$ cat config.mk
export PLATFORM = sky130hd
export DESIGN_NAME = csa_scan
export DESIGN_NICKNAME = d
export VERILOG_FILES = /design/src/hdl/csa_pkg.sv /design/src/hdl/csa_accum.sv /design/src/hdl/csa_scan.sv
export SDC_FILE = /design/constraint.sdc
export NUM_CORES = 1
export LEC_CHECK = 0
export CORE_ASPECT_RATIO = 0.7
export CORE_MARGIN = 5
export CORE_UTILIZATION = 40
export CTS_CLUSTER_SIZE = 12
export DETAILED_ROUTE_END_ITERATION = 12
export DONT_BUFFER_PORTS = 1
export GPL_ROUTABILITY_DRIVEN = 1
export PLACE_DENSITY = 0.64
export RECOVER_POWER = 25
export SKIP_LAST_GASP = 1
export SLEW_MARGIN = 15
export SYNTH_ARGS = -nofsm -noshare
export SYNTH_HDL_FRONTEND = slang
export SYNTH_SLANG_ARGS = --single-unit
export TNS_END_PERCENT = 20
$ cat constraint.sdc
create_clock -name clk_sys -period 2.85 [get_ports clk_sys]
set_input_delay 0.1425 -clock clk_sys [delete_from_list [all_inputs] [get_ports clk_sys]]
set_output_delay 0.1425 -clock clk_sys [all_outputs]
set_load 0.02 [all_outputs]
$ cat src/hdl/csa_pkg.sv
// csa_pkg: shared constants, register map and carrier types of the
// capacitive-sense accumulate/scan block.
// assumes: a single 10 MHz system clock and an 8-bit register port.
package csa_pkg;

  // ---------------------------------------------------------------
  // data widths
  // ---------------------------------------------------------------
  localparam int CSA_DW   = 16;  // conversion and result width
  localparam int CSA_SUMW = 22;  // 16 bits plus log2(64)
  localparam int CSA_CHW  = 5;   // channel select width
  localparam int CSA_AW   = 4;   // register address width

  // ---------------------------------------------------------------
  // register offsets
  // ---------------------------------------------------------------
  localparam logic [3:0] CSA_CONFIG   = 4'h0;
  localparam logic [3:0] CSA_RES_HI   = 4'h1;
  localparam logic [3:0] CSA_RES_LO   = 4'h2;
  localparam logic [3:0] CSA_THR_HI   = 4'h3;
  localparam logic [3:0] CSA_THR_LO   = 4'h4;
  localparam logic [3:0] CSA_CHSEL    = 4'h5;
  localparam logic [3:0] CSA_SCAN_ST  = 4'h6;
  localparam logic [3:0] CSA_SCAN_END = 4'h7;
  localparam logic [3:0] CSA_STATUS   = 4'h8;

  // ---------------------------------------------------------------
  // field positions and reset values
  // ---------------------------------------------------------------
  localparam int CSA_CFG_SCAN   = 4;  // config: auto-scan enable
  localparam int CSA_ST_DONE    = 0;  // status: conversion complete
  localparam int CSA_ST_GT      = 1;  // status: greater-than
  localparam logic [7:0] CSA_THR_RST = 8'hff;
  localparam logic [2:0] CSA_ACC_NONE = 3'h0;

  // one finished conversion from the converter
  typedef struct packed {
    logic              valid;
    logic [CSA_DW-1:0] data;
  } csa_conv_s;

  // register port request
  typedef struct packed {
    logic              wr;
    logic              rd;
    logic [CSA_AW-1:0] addr;
    logic [7:0]        wdata;
  } csa_req_s;

  // log2 of the sample count: codes 0..5 -> 1,4,8,16,32,64
  function automatic logic [2:0] csa_shift(input logic [2:0] sel);
    case (sel)
      3'h0:    csa_shift = 3'h0;
      3'h1:    csa_shift = 3'h2;
      3'h2:    csa_shift = 3'h3;
      3'h3:    csa_shift = 3'h4;
      3'h4:    csa_shift = 3'h5;
      default: csa_shift = 3'h6;
    endcase
  endfunction

endpackage

$ cat src/hdl/csa_accum.sv
// csa_accum: sums conversions and emits the sum divided by the count.
// assumes: conversion valid pulses from the same clock domain.
`timescale 1ns/1ps
module csa_accum (
  // clock and reset
  input  wire logic                    clk_sys,
  input  wire logic                    reset,
  // configuration
  input  wire logic [2:0]              accumCountSel,
  // conversion in
  input  wire csa_pkg::csa_conv_s      conv,
  // averaged result out
  output logic                         resValid,
  output logic [csa_pkg::CSA_DW-1:0]   resData
);
  import csa_pkg::*;

  logic [CSA_SUMW-1:0] sum, next_sum;
  logic [6:0]          cnt, next_cnt;
  logic                next_resValid;
  logic [CSA_DW-1:0]   next_resData;
  logic [CSA_SUMW-1:0] total;
  logic [2:0]          sh;

  // -------------------------------------------------------------
  // accumulate and divide
  // -------------------------------------------------------------
  // division by a power of two is a plain shift, no divider needed
  always_comb begin
    sh            = csa_shift(accumCountSel);
    total         = sum + CSA_SUMW'(conv.data);
    next_sum      = sum;
    next_cnt      = cnt;
    next_resValid = 1'b0;
    next_resData  = resData;
    if (conv.valid) begin
      // reaching or passing the count closes the sequence, so a count
      // selection lowered mid-sequence cannot leave the counter spinning
      if (cnt + 7'h1 >= (7'h1 << sh)) begin
        next_resValid = 1'b1;
        next_resData  = CSA_DW'(total >> sh);
        next_sum      = '0;
        next_cnt      = '0;
      end else begin
        next_sum = total;
        next_cnt = cnt + 7'h1;
      end
    end
  end

  // registers only
  always_ff @(posedge clk_sys) begin
    if (reset) begin
      sum      <= '0;
      cnt      <= '0;
      resValid <= 1'b0;
      resData  <= '0;
    end else begin
      sum      <= next_sum;
      cnt      <= next_cnt;
      resValid <= next_resValid;
      resData  <= next_resData;
    end
  end

  chk_single_pass: assert property (@(posedge clk_sys) disable iff (reset)
    conv.valid && accumCountSel == CSA_ACC_NONE |=> resValid && resData == $past(conv.data))
    else $error("single sample not passed through");

endmodule

$ cat src/hdl/csa_scan.sv
// csa_scan: capacitive-sense post-conversion logic with registers.
// assumes: converter delivers one-cycle conversion pulses on clk_sys
// and reads channelSelect to pick its next input.
//
// Operation
// - accumulate 1,4,8,16,32 or 64 samples
// - divide sum by count into result
// - no accumulation: flag after each conversion
// - accumulating: flag after full count only
// - strictly greater result sets flag, halts scan
// - scan without hit advances channel by one
// - past end channel reload start channel
//
// The implementer's own choices: the address-and-strobe port and the register offsets.
`timescale 1ns/1ps
module csa_scan (
  // clock and reset
  input  wire logic                    clk_sys,
  input  wire logic                    reset,
  // register port
  input  wire csa_pkg::csa_req_s       req,
  output logic [7:0]                   rdata,
  // converter side
  input  wire csa_pkg::csa_conv_s      conv,
  output logic [csa_pkg::CSA_CHW-1:0]  channelSelect,
  // status
  output logic                         convCompleteFlag,
  output logic                         greaterThanFlag,
  output logic                         scanActive
);
  import csa_pkg::*;

  // ---------------------------------------------------------------
  // state
  // ---------------------------------------------------------------
  logic [7:0]         capsenseConfigReg, next_capsenseConfigReg;
  logic [7:0]         thresholdHighByte, next_thresholdHighByte;
  logic [7:0]         thresholdLowByte,  next_thresholdLowByte;
  logic [CSA_CHW-1:0] scanStartChannel,  next_scanStartChannel;
  logic [CSA_CHW-1:0] scanEndChannel,    next_scanEndChannel;
  logic [CSA_CHW-1:0] next_channelSelect;
  logic [CSA_DW-1:0]  result, next_result;
  logic               next_convCompleteFlag, next_greaterThanFlag, next_scanActive;
  logic [7:0]         next_rdata;
  logic               resValid;
  logic [CSA_DW-1:0]  resData;
  logic               hit;

  // ---------------------------------------------------------------
  // accumulator
  // ---------------------------------------------------------------
  csa_accum u_accum (
    .clk_sys       (clk_sys),
    .reset         (reset),
    .accumCountSel (capsenseConfigReg[2:0]),
    .conv          (conv),
    .resValid      (resValid),
    .resData       (resData)
  );

  // strict compare against the threshold pair
  assign hit = resData > {thresholdHighByte, thresholdLowByte};

  // ---------------------------------------------------------------
  // registers, flags and channel stepping
  // ---------------------------------------------------------------
  // hardware set wins over a software clear in the same cycle
  always_comb begin
    next_capsenseConfigReg = capsenseConfigReg;
    next_thresholdHighByte = thresholdHighByte;
    next_thresholdLowByte  = thresholdLowByte;
    next_scanStartChannel  = scanStartChannel;
    next_scanEndChannel    = scanEndChannel;
    next_channelSelect     = channelSelect;
    next_result            = result;
    next_convCompleteFlag  = convCompleteFlag;
    next_greaterThanFlag   = greaterThanFlag;
    next_scanActive        = scanActive;
    next_rdata             = 8'h00;
    if (req.wr) begin
      case (req.addr)
        CSA_CONFIG: begin
          next_capsenseConfigReg = req.wdata;
          next_scanActive        = req.wdata[CSA_CFG_SCAN];
        end
        CSA_THR_HI:   next_thresholdHighByte = req.wdata;
        CSA_THR_LO:   next_thresholdLowByte  = req.wdata;
        CSA_CHSEL:    next_channelSelect     = req.wdata[CSA_CHW-1:0];
        CSA_SCAN_ST:  next_scanStartChannel  = req.wdata[CSA_CHW-1:0];
        CSA_SCAN_END: next_scanEndChannel    = req.wdata[CSA_CHW-1:0];
        CSA_STATUS: begin
          // write one to clear
          if (req.wdata[CSA_ST_DONE]) next_convCompleteFlag = 1'b0;
          if (req.wdata[CSA_ST_GT])   next_greaterThanFlag  = 1'b0;
        end
        default: ;
      endcase
    end
    if (req.rd) begin
      case (req.addr)
        CSA_CONFIG:   next_rdata = {capsenseConfigReg[7:5], scanActive,
                                    capsenseConfigReg[3:0]};
        CSA_RES_HI:   next_rdata = result[15:8];
        CSA_RES_LO:   next_rdata = result[7:0];
        CSA_THR_HI:   next_rdata = thresholdHighByte;
        CSA_THR_LO:   next_rdata = thresholdLowByte;
        CSA_CHSEL:    next_rdata = 8'(channelSelect);
        CSA_SCAN_ST:  next_rdata = 8'(scanStartChannel);
        CSA_SCAN_END: next_rdata = 8'(scanEndChannel);
        CSA_STATUS:   next_rdata = {6'h00, greaterThanFlag, convCompleteFlag};
        default:      next_rdata = 8'h00;
      endcase
    end
    if (resValid) begin
      next_result           = resData;
      next_convCompleteFlag = 1'b1;
      if (hit) begin
        next_greaterThanFlag = 1'b1;
        next_scanActive      = 1'b0;
      end else if (scanActive) begin
        if (channelSelect >= scanEndChannel)
          next_channelSelect = scanStartChannel;
        else
          next_channelSelect = channelSelect + 5'h01;
      end
    end
  end

  // registers only; without scan the channel changes only by writes
  always_ff @(posedge clk_sys) begin
    if (reset) begin
      capsenseConfigReg <= '0;
      thresholdHighByte <= CSA_THR_RST;
      thresholdLowByte  <= CSA_THR_RST;
      scanStartChannel  <= '0;
      scanEndChannel    <= '0;
      channelSelect     <= '0;
      result            <= '0;
      convCompleteFlag  <= 1'b0;
      greaterThanFlag   <= 1'b0;
      scanActive        <= 1'b0;
      rdata             <= 8'h00;
    end else begin
      capsenseConfigReg <= next_capsenseConfigReg;
      thresholdHighByte <= next_thresholdHighByte;
      thresholdLowByte  <= next_thresholdLowByte;
      scanStartChannel  <= next_scanStartChannel;
      scanEndChannel    <= next_scanEndChannel;
      channelSelect     <= next_channelSelect;
      result            <= next_result;
      convCompleteFlag  <= next_convCompleteFlag;
      greaterThanFlag   <= next_greaterThanFlag;
      scanActive        <= next_scanActive;
      rdata             <= next_rdata;
    end
  end

  // ---------------------------------------------------------------
  // checks
  // ---------------------------------------------------------------
  // every averaged result is stored and flagged on the next edge
  chk_flag_on_result: assert property (@(posedge clk_sys) disable iff (reset)
    resValid |=> convCompleteFlag && result == $past(resData))
    else $error("result not stored with flag");
  // a hit freezes the channel and stops the scan
  chk_gt_halts: assert property (@(posedge clk_sys) disable iff (reset)
    resValid && hit |=> greaterThanFlag && !scanActive && $stable(channelSelect))
    else $error("hit did not halt scan");
  // an equal or lower result never raises the greater-than flag
  chk_gt_strict: assert property (@(posedge clk_sys) disable iff (reset)
    resValid && !hit && !greaterThanFlag |=> !greaterThanFlag)
    else $error("gt flag without strict hit");
  chk_scan_step: assert property (@(posedge clk_sys) disable iff (reset)
    resValid && !hit && scanActive && !req.wr && channelSelect < scanEndChannel
    |=> channelSelect == $past(channelSelect) + 5'h01)
    else $error("scan did not advance");
  // only a config write can start a scan
  chk_scan_needs_cfg: assert property (@(posedge clk_sys) disable iff (reset)
    !scanActive && !(req.wr && req.addr == CSA_CONFIG) |=> !scanActive)
    else $error("scan started without config");
  chk_scan_wrap: assert property (@(posedge clk_sys) disable iff (reset)
    resValid && !hit && scanActive && !req.wr && channelSelect >= scanEndChannel
    |=> channelSelect == $past(scanStartChannel))
    else $error("scan did not wrap");
  // a step lands at or below the end channel or back on the start channel
  chk_scan_bound: assert property (@(posedge clk_sys) disable iff (reset)
    resValid && !hit && scanActive && !req.wr
    |=> (channelSelect <= $past(scanEndChannel)) || (channelSelect == $past(scanStartChannel)))
    else $error("scan stepped past end");
  chk_no_scan_hold: assert property (@(posedge clk_sys) disable iff (reset)
    !scanActive && !req.wr |=> $stable(channelSelect))
    else $error("channel moved without scan");
  chk_no_early: assert property (@(posedge clk_sys) disable iff (reset)
    !resValid && !req.wr && !convCompleteFlag |=> !convCompleteFlag)
    else $error("flag set without result");
  // the stored result only moves when a new average arrives
  chk_result_hold: assert property (@(posedge clk_sys) disable iff (reset)
    !resValid |=> $stable(result))
    else $error("result changed without average");
  // read data are zero except in the cycle after a read strobe
  chk_rdata_idle: assert property (@(posedge clk_sys) disable iff (reset)
    !req.rd |=> rdata == 8'h00)
    else $error("read data not idle");

endmodule

== After elaboration in Yosys (flattened, before gate mapping) ==
Cells that the tools add are included.
Widths: inputs -> output; s select.

* Output and inout bits: 16
* Bits in latches: 0
* Memory bits (writable): 0
* Bits in read-only memories: 0
* Register bits after elaboration: 112
* Bits of input ports: 33
* Word-level logic and storage cells: 75
* Memories: 0

* Reduce and logical (&&, ||, !) cells: 14
* Shift-type cells: 2
* Bitwise logic cells: 2
* Divide/modulo/power cells: 0
* $lt $le $gt $ge: 3
* Mux-type cells: 24
* $mul: 0
* Eq/ne operators: 12
* Add/subtract/negate cells: 3

{| class="wikitable"
|+ Operators with widths
! cell !! count
|-
| $pmux 8 s9 || 1
|-
| $mux 5 || 6
|-
| $add 22x16->22 || 1
|-
| $mux 22 || 1
|-
| $shr 22x3->16 || 1
|-
| $eq 4x3->1 const B || 4
|-
| $gt 16x16->1 || 1
|-
| $pmux 3 s5 || 1
|-
| $mux 1 || 14
|-
| $reduce_and 2->1 || 6
|-
| $eq 4x2->1 const B || 2
|-
| $add 7x1->7 const B || 1
|-
| $ge 7x7->1 || 1
|-
| $mux 7 || 1
|-
| $shl 1x3->7 const A || 1
|-
| $eq 3x2->1 const B || 2
|-
| $reduce_bool 2->1 || 3
|-
| $add 5x1->5 const B || 1
|-
| $ge 5x5->1 || 1
|-
| $eq 4x1->1 const B || 1
|-
| $eq 4x4->1 const B || 1
|-
| $logic_not 4->1 || 1
|-
| $reduce_or 2->1 || 2
|-
| $eq 3x1->1 const B || 1
|-
| 4 further kinds || 5
|}

== Depth between registers and ports, before layout ==
* Depth in word-level cells: 6
* Gate-level depth with buffers: 14

== Hierarchy ==
A second synthesis with hierarchy kept.

* Cell total of the unflattened synthesis: 890
* Area, all modules: 7,221.9 µm²

{| class="wikitable"
|+ By module, submodules not included
! module !! area each (µm²) !! cells each !! times used !! seq. area each (µm²)
|-
| csa_accum || 3,781.1 || 500 || 1 || 920.9
|-
| csa_scan || 3,440.8 || 390 || 1 || 1,301.2
|}

== Least setup slack after synthesis ==
OpenSTA, ideal clock, no wires.

* Path kind: register to register
* From: register capsenseConfigReg[0]
* To: register u_accum.resData[7] (netlist name)
* Library setup time: 0.122 ns
* Setup slack: -0.158 ns
* Period minus slack after synthesis: 3.008 ns
* Cell stages (with the launch flop): 13
* Arrival: 2.886 ns
* Path through: dfxtp_1 -> clkbuf_1 -> clkbuf_1 -> nor3_1 -> ha_1 -> or4b_2 -> a21oi_1 -> o21a_1 -> or3_1 -> clkbuf_1 -> nor2_1 -> and2_1 -> a221o_1

* Word-level cells in the longest chain between the ends: 5
* Elaborated cells between the ends (all ways): 10
* Classes of those cells: order compare: 1; eq/ne: 4; shift: 2; mux: 1; reduce/logical: 2

{| class="wikitable"
|+ Ends and longest elaborated chain
! item !! RTL line !! text
|-
| start, declared || csa_scan.sv:36 || <nowiki>logic [7:0] capsenseConfigReg, next_capsenseConfigReg;</nowiki>
|-
| start signal, assigned || csa_scan.sv:144 || <nowiki>capsenseConfigReg <= next_capsenseConfigReg;</nowiki>
|-
| $eq 3x3->1, or another cell as far along || csa_pkg.sv:52 || <nowiki>case (sel)</nowiki>
|-
| $pmux 3 s5 (*) || csa_pkg.sv:52 ||
|-
| $shl 1x3->7 || csa_accum.sv:39 || <nowiki>if (cnt + 7'h1 >= (7'h1 << sh)) begin</nowiki>
|-
| $ge 7x7->1 || csa_accum.sv:39 ||
|-
| $reduce_and 2->1 (no line) || -- ||
|-
| end signal, assigned || csa_accum.sv:62 || <nowiki>resData <= next_resData;</nowiki>
|-
| end, declared || csa_accum.sv:14 || <nowiki>output logic [csa_pkg::CSA_DW-1:0] resData</nowiki>
|}

Every way passes the cells marked *; elsewhere a longest branch is shown, timed or not.
A chain may end at the register's enable or synchronous reset.

== Worst setup path in the final report ==
* From: register u_accum.sum[1]
* To: register u_accum.resData[11] (netlist name)

* Word-level cells in the longest chain between the ends: 2

{| class="wikitable"
|+ Ends and longest elaborated chain
! item !! RTL line !! text
|-
| start, declared || csa_accum.sv:18 || <nowiki>logic [CSA_SUMW-1:0] sum, next_sum;</nowiki>
|-
| start signal, assigned || csa_accum.sv:59 || <nowiki>sum <= next_sum;</nowiki>
|-
| $add 22x16->22 || csa_accum.sv:31 || <nowiki>total = sum + CSA_SUMW'(conv.data);</nowiki>
|-
| $shr 22x3->16 || csa_accum.sv:41 || <nowiki>next_resData = CSA_DW'(total >> sh);</nowiki>
|}

No other way between the ends.

==> flow_summary.ini <==
[outcome]
status = completed

[worst_setup_path]
cpPeakStageDelay_ns = 0.37
path_cells = ha_1 > a211oi_2 > o211ai_2 > a211oi_4 > o221ai_2 > xor2_1 > and3_4 > or3_1 > a221o_1
crit_path_end_kind = flip-flop
arrival_ns = 3.05
critPathMaxFanout = 3
crit_slowest_cell = or3_1
path_class = reg2reg
reg2reg_depth = 9
start_kind = flip-flop
worst_ep_required_time_ns = 3.11

[timing]
maxSlewHeadroom = 0.00729
period_needed_ns = 2.79
timing_hold_violations_final = 0
rsz0062_at_grt = true
worst_slack_ns = 0.0556
period_share = 0.981
setup-tns-final_ns = 0
finalHoldWorstSlack_ns = 0.0113
fmax_ghz = 0.358
setup_viol = 0
finClkSkew_ns = 0.00698
slew_violations = 0
worst-slew-pin-transition_ns = 1.49

[power]
power_density_mw_per_mm2 = 405
pwr-share-comb = 0.148
swShare = 0.283
power.internal_mw = 2.43
power_frac_clock = 0.370
p_leak_nw = 3.47
vdd_drop_max_uv = 313
power.switching_mw = 0.959
power.total_mw = 3.39
seqPwrFrac = 0.482

[job]
maxCapViolCount = 0

[floorplanning]
num_rows = 41
initial_core_util = 0.403
die_area_mm2 = 0.0209
core_area_mm2 = 0.0179
die_x_um = 171
dieHeight_um = 122
io_pins = 49

[synth]
synth_area_leaders = dfxtp_1 31%, ha_1 7.8%, mux2i_1 6.1%
synth_area_mm2 = 0.00722
synth-edff-count = 0
syn_inst = 892
synth_compound_area_frac = 0.226
yosysTopAreaCellShare = 0.308
muxShareOfSynthArea = 0.0922
yosys.area.top_type = dfxtp_1
synth-xor-area-share = 0.0365
async_reset_ff_frac = 0
synth_nets = 971
synth_simple_gate_area_share = 0.208
yosysSeqAreaShare = 0.308
ys_seq_elements = 111
ys.flop_type = dfxtp_1
synth_top_family_by_area = compound AO/OA/AOI/OAI gates
synth_cell_types = 73
avgSynthCellArea_um2 = 8.10
synthAdderAreaFrac = 0.0807
ys_warn_count = 0

[drt]
drc = 0
drtPass1Iterations = 6
wl_um = 22300
wl_per_cell_um = 19.0
viasPerCell = 5.93
dr.first_iter.drc_count = 705
vias = 6972
ant_nets = 0

[placed_design]
port_buffers = 0
place_area_mm2 = 0.00781
hpwl_um = 16000
routabilityCongestion = 0.974
pre_cts_slack_ns = -0.0742
dp.cells = 1142

[clock_tree]
cts_root_buffer = clkbuf_16
clk_pin_slew_ns = 0.08
cts.sinks = 111
h-tree-depth = 3
clock_path_buffers = 2
numCtsBuffers = 9
cts_tree = done
insertion_delay_ns = 0.36

[global_routing]
grt_max_degree = 92
grt_pass1_vias = 6409
grt_antenna_before_repair = 0
grt_pass1_wl_um = 34900
grt.overflow.total = 0
grtUsageTotal = 0.212

[layout]
stdcell_count = 1175
num_antenna_cells = 0
final_common_cell = nor2_1
fillerInstances = 1751
area_growth_pct = 16.0
utilization = 0.468
final_cell_mix = 109 x nor2_1, 106 x dfxtp_1, 87 x nand2_1
fin_nets = 1013
layout-drive-gt1-share = 0.146
fin_area_mm2 = 0.00838

[min_path]
min_path_cells = 2
min_path_type = in2reg
[cell families (layout without fill, tap and decap cells)]
kind of cell	after synthesis	after routing
mux	58	58
fa+ha+maj	46	46
compound gates	238	238
xor+xnor	28	28
flops	111	111
buf+inv	88	135
simple gates	323	323
[synth_stat cells (10+ instances only)]
cell type  count
o21ai_0       29
a211o_1       10
nor2b_1       12
nor3_1        20
dfxtp_1      111
nand4_1       12
a21o_1        14
mux2i_1       44
xor2_1        10
a21oi_1       75
nand2_1       88
nor2_1       111
a22oi_1       17
nand3_1       30
xnor2_1       17
ha_1          45
a211oi_1      13
inv_1         33
o211ai_1      14
clkbuf_1      39
[power by group through the flow]
stage	Sequential (mW)	Clock [mW]	Combinational (mW)
after global placement	1.67	0	0.420
after floorplan	1.65	0	0.339
after CTS	1.63	1.29	0.486
final	1.63	1.26	0.503
after global routing	1.64	1.34	0.553
after detailed placement	1.67	0	0.425
[state kept, by name, summed over array words and instances (netlist names)]
signal and cells:
capsenseConfigReg 7, convCompleteFlag 1, thresholdHighByte 8, scanEndChannel 5, scanStartChannel 5, greaterThanFlag 1
rdata 8, result 16, u_accum.cnt 7, scanActive 1, thresholdLowByte 8, u_accum.resValid 1
channelSelect 5, u_accum.sum 22, u_accum.resData 16
[what timing repair did]
item,in CTS,in global routing
gates resized for setup,1,31
endpoints found under the hold margin,97,0
buffers inserted,1,0
pin swaps,1,8
hold buffers,16,0
endpoints found under the setup margin,10,32
[critical path, delay by kind of cell, from the launching register on]
kind / cells / cell delay [ns]
compound gates: 5 / 1.29
simple gates: 2 / 0.57
xor+xnor: 1 / 0.18
fa+ha+maj: 1 / 0.31
flops: 1 / 0.33
[area by class of cell]
type | count | area [µm²] | area share
clock buffers | 11 | 243 | 0.0290
repair buffers | 84 | 669 | 0.0799
clock inverters | 5 | 41.3 | 0.00493
well taps | 236 | 295 | 0.0352
multi-input cells | 693 | 4770 | 0.569
flip-flops and latches | 111 | 2230 | 0.266
inverters | 35 | 131 | 0.0157
[path summary, 6_finish.rpt]
kind | from | endpoint | slack (ns)
worst max-delay path | u_accum.sum[1] | u_accum.resData[11] | 0.06
worst min-delay path | req[10] | rdata[2] | 0.01
worst max register to register | u_accum.sum[1] | u_accum.resData[11] | 0.06
worst min register to register | capsenseConfigReg[3] | capsenseConfigReg[3] | 0.46
[routing by layer]
metal,up-vias,share of wire,global-route usage
met1,3345,0.50,0.325
met5,-,0,0
met2,290,0.40,0.296
li1,3321,-,-
met4,0,0.0074,0.0394
met3,16,0.091,0.0560
Power figures use the tool's default switching activity.
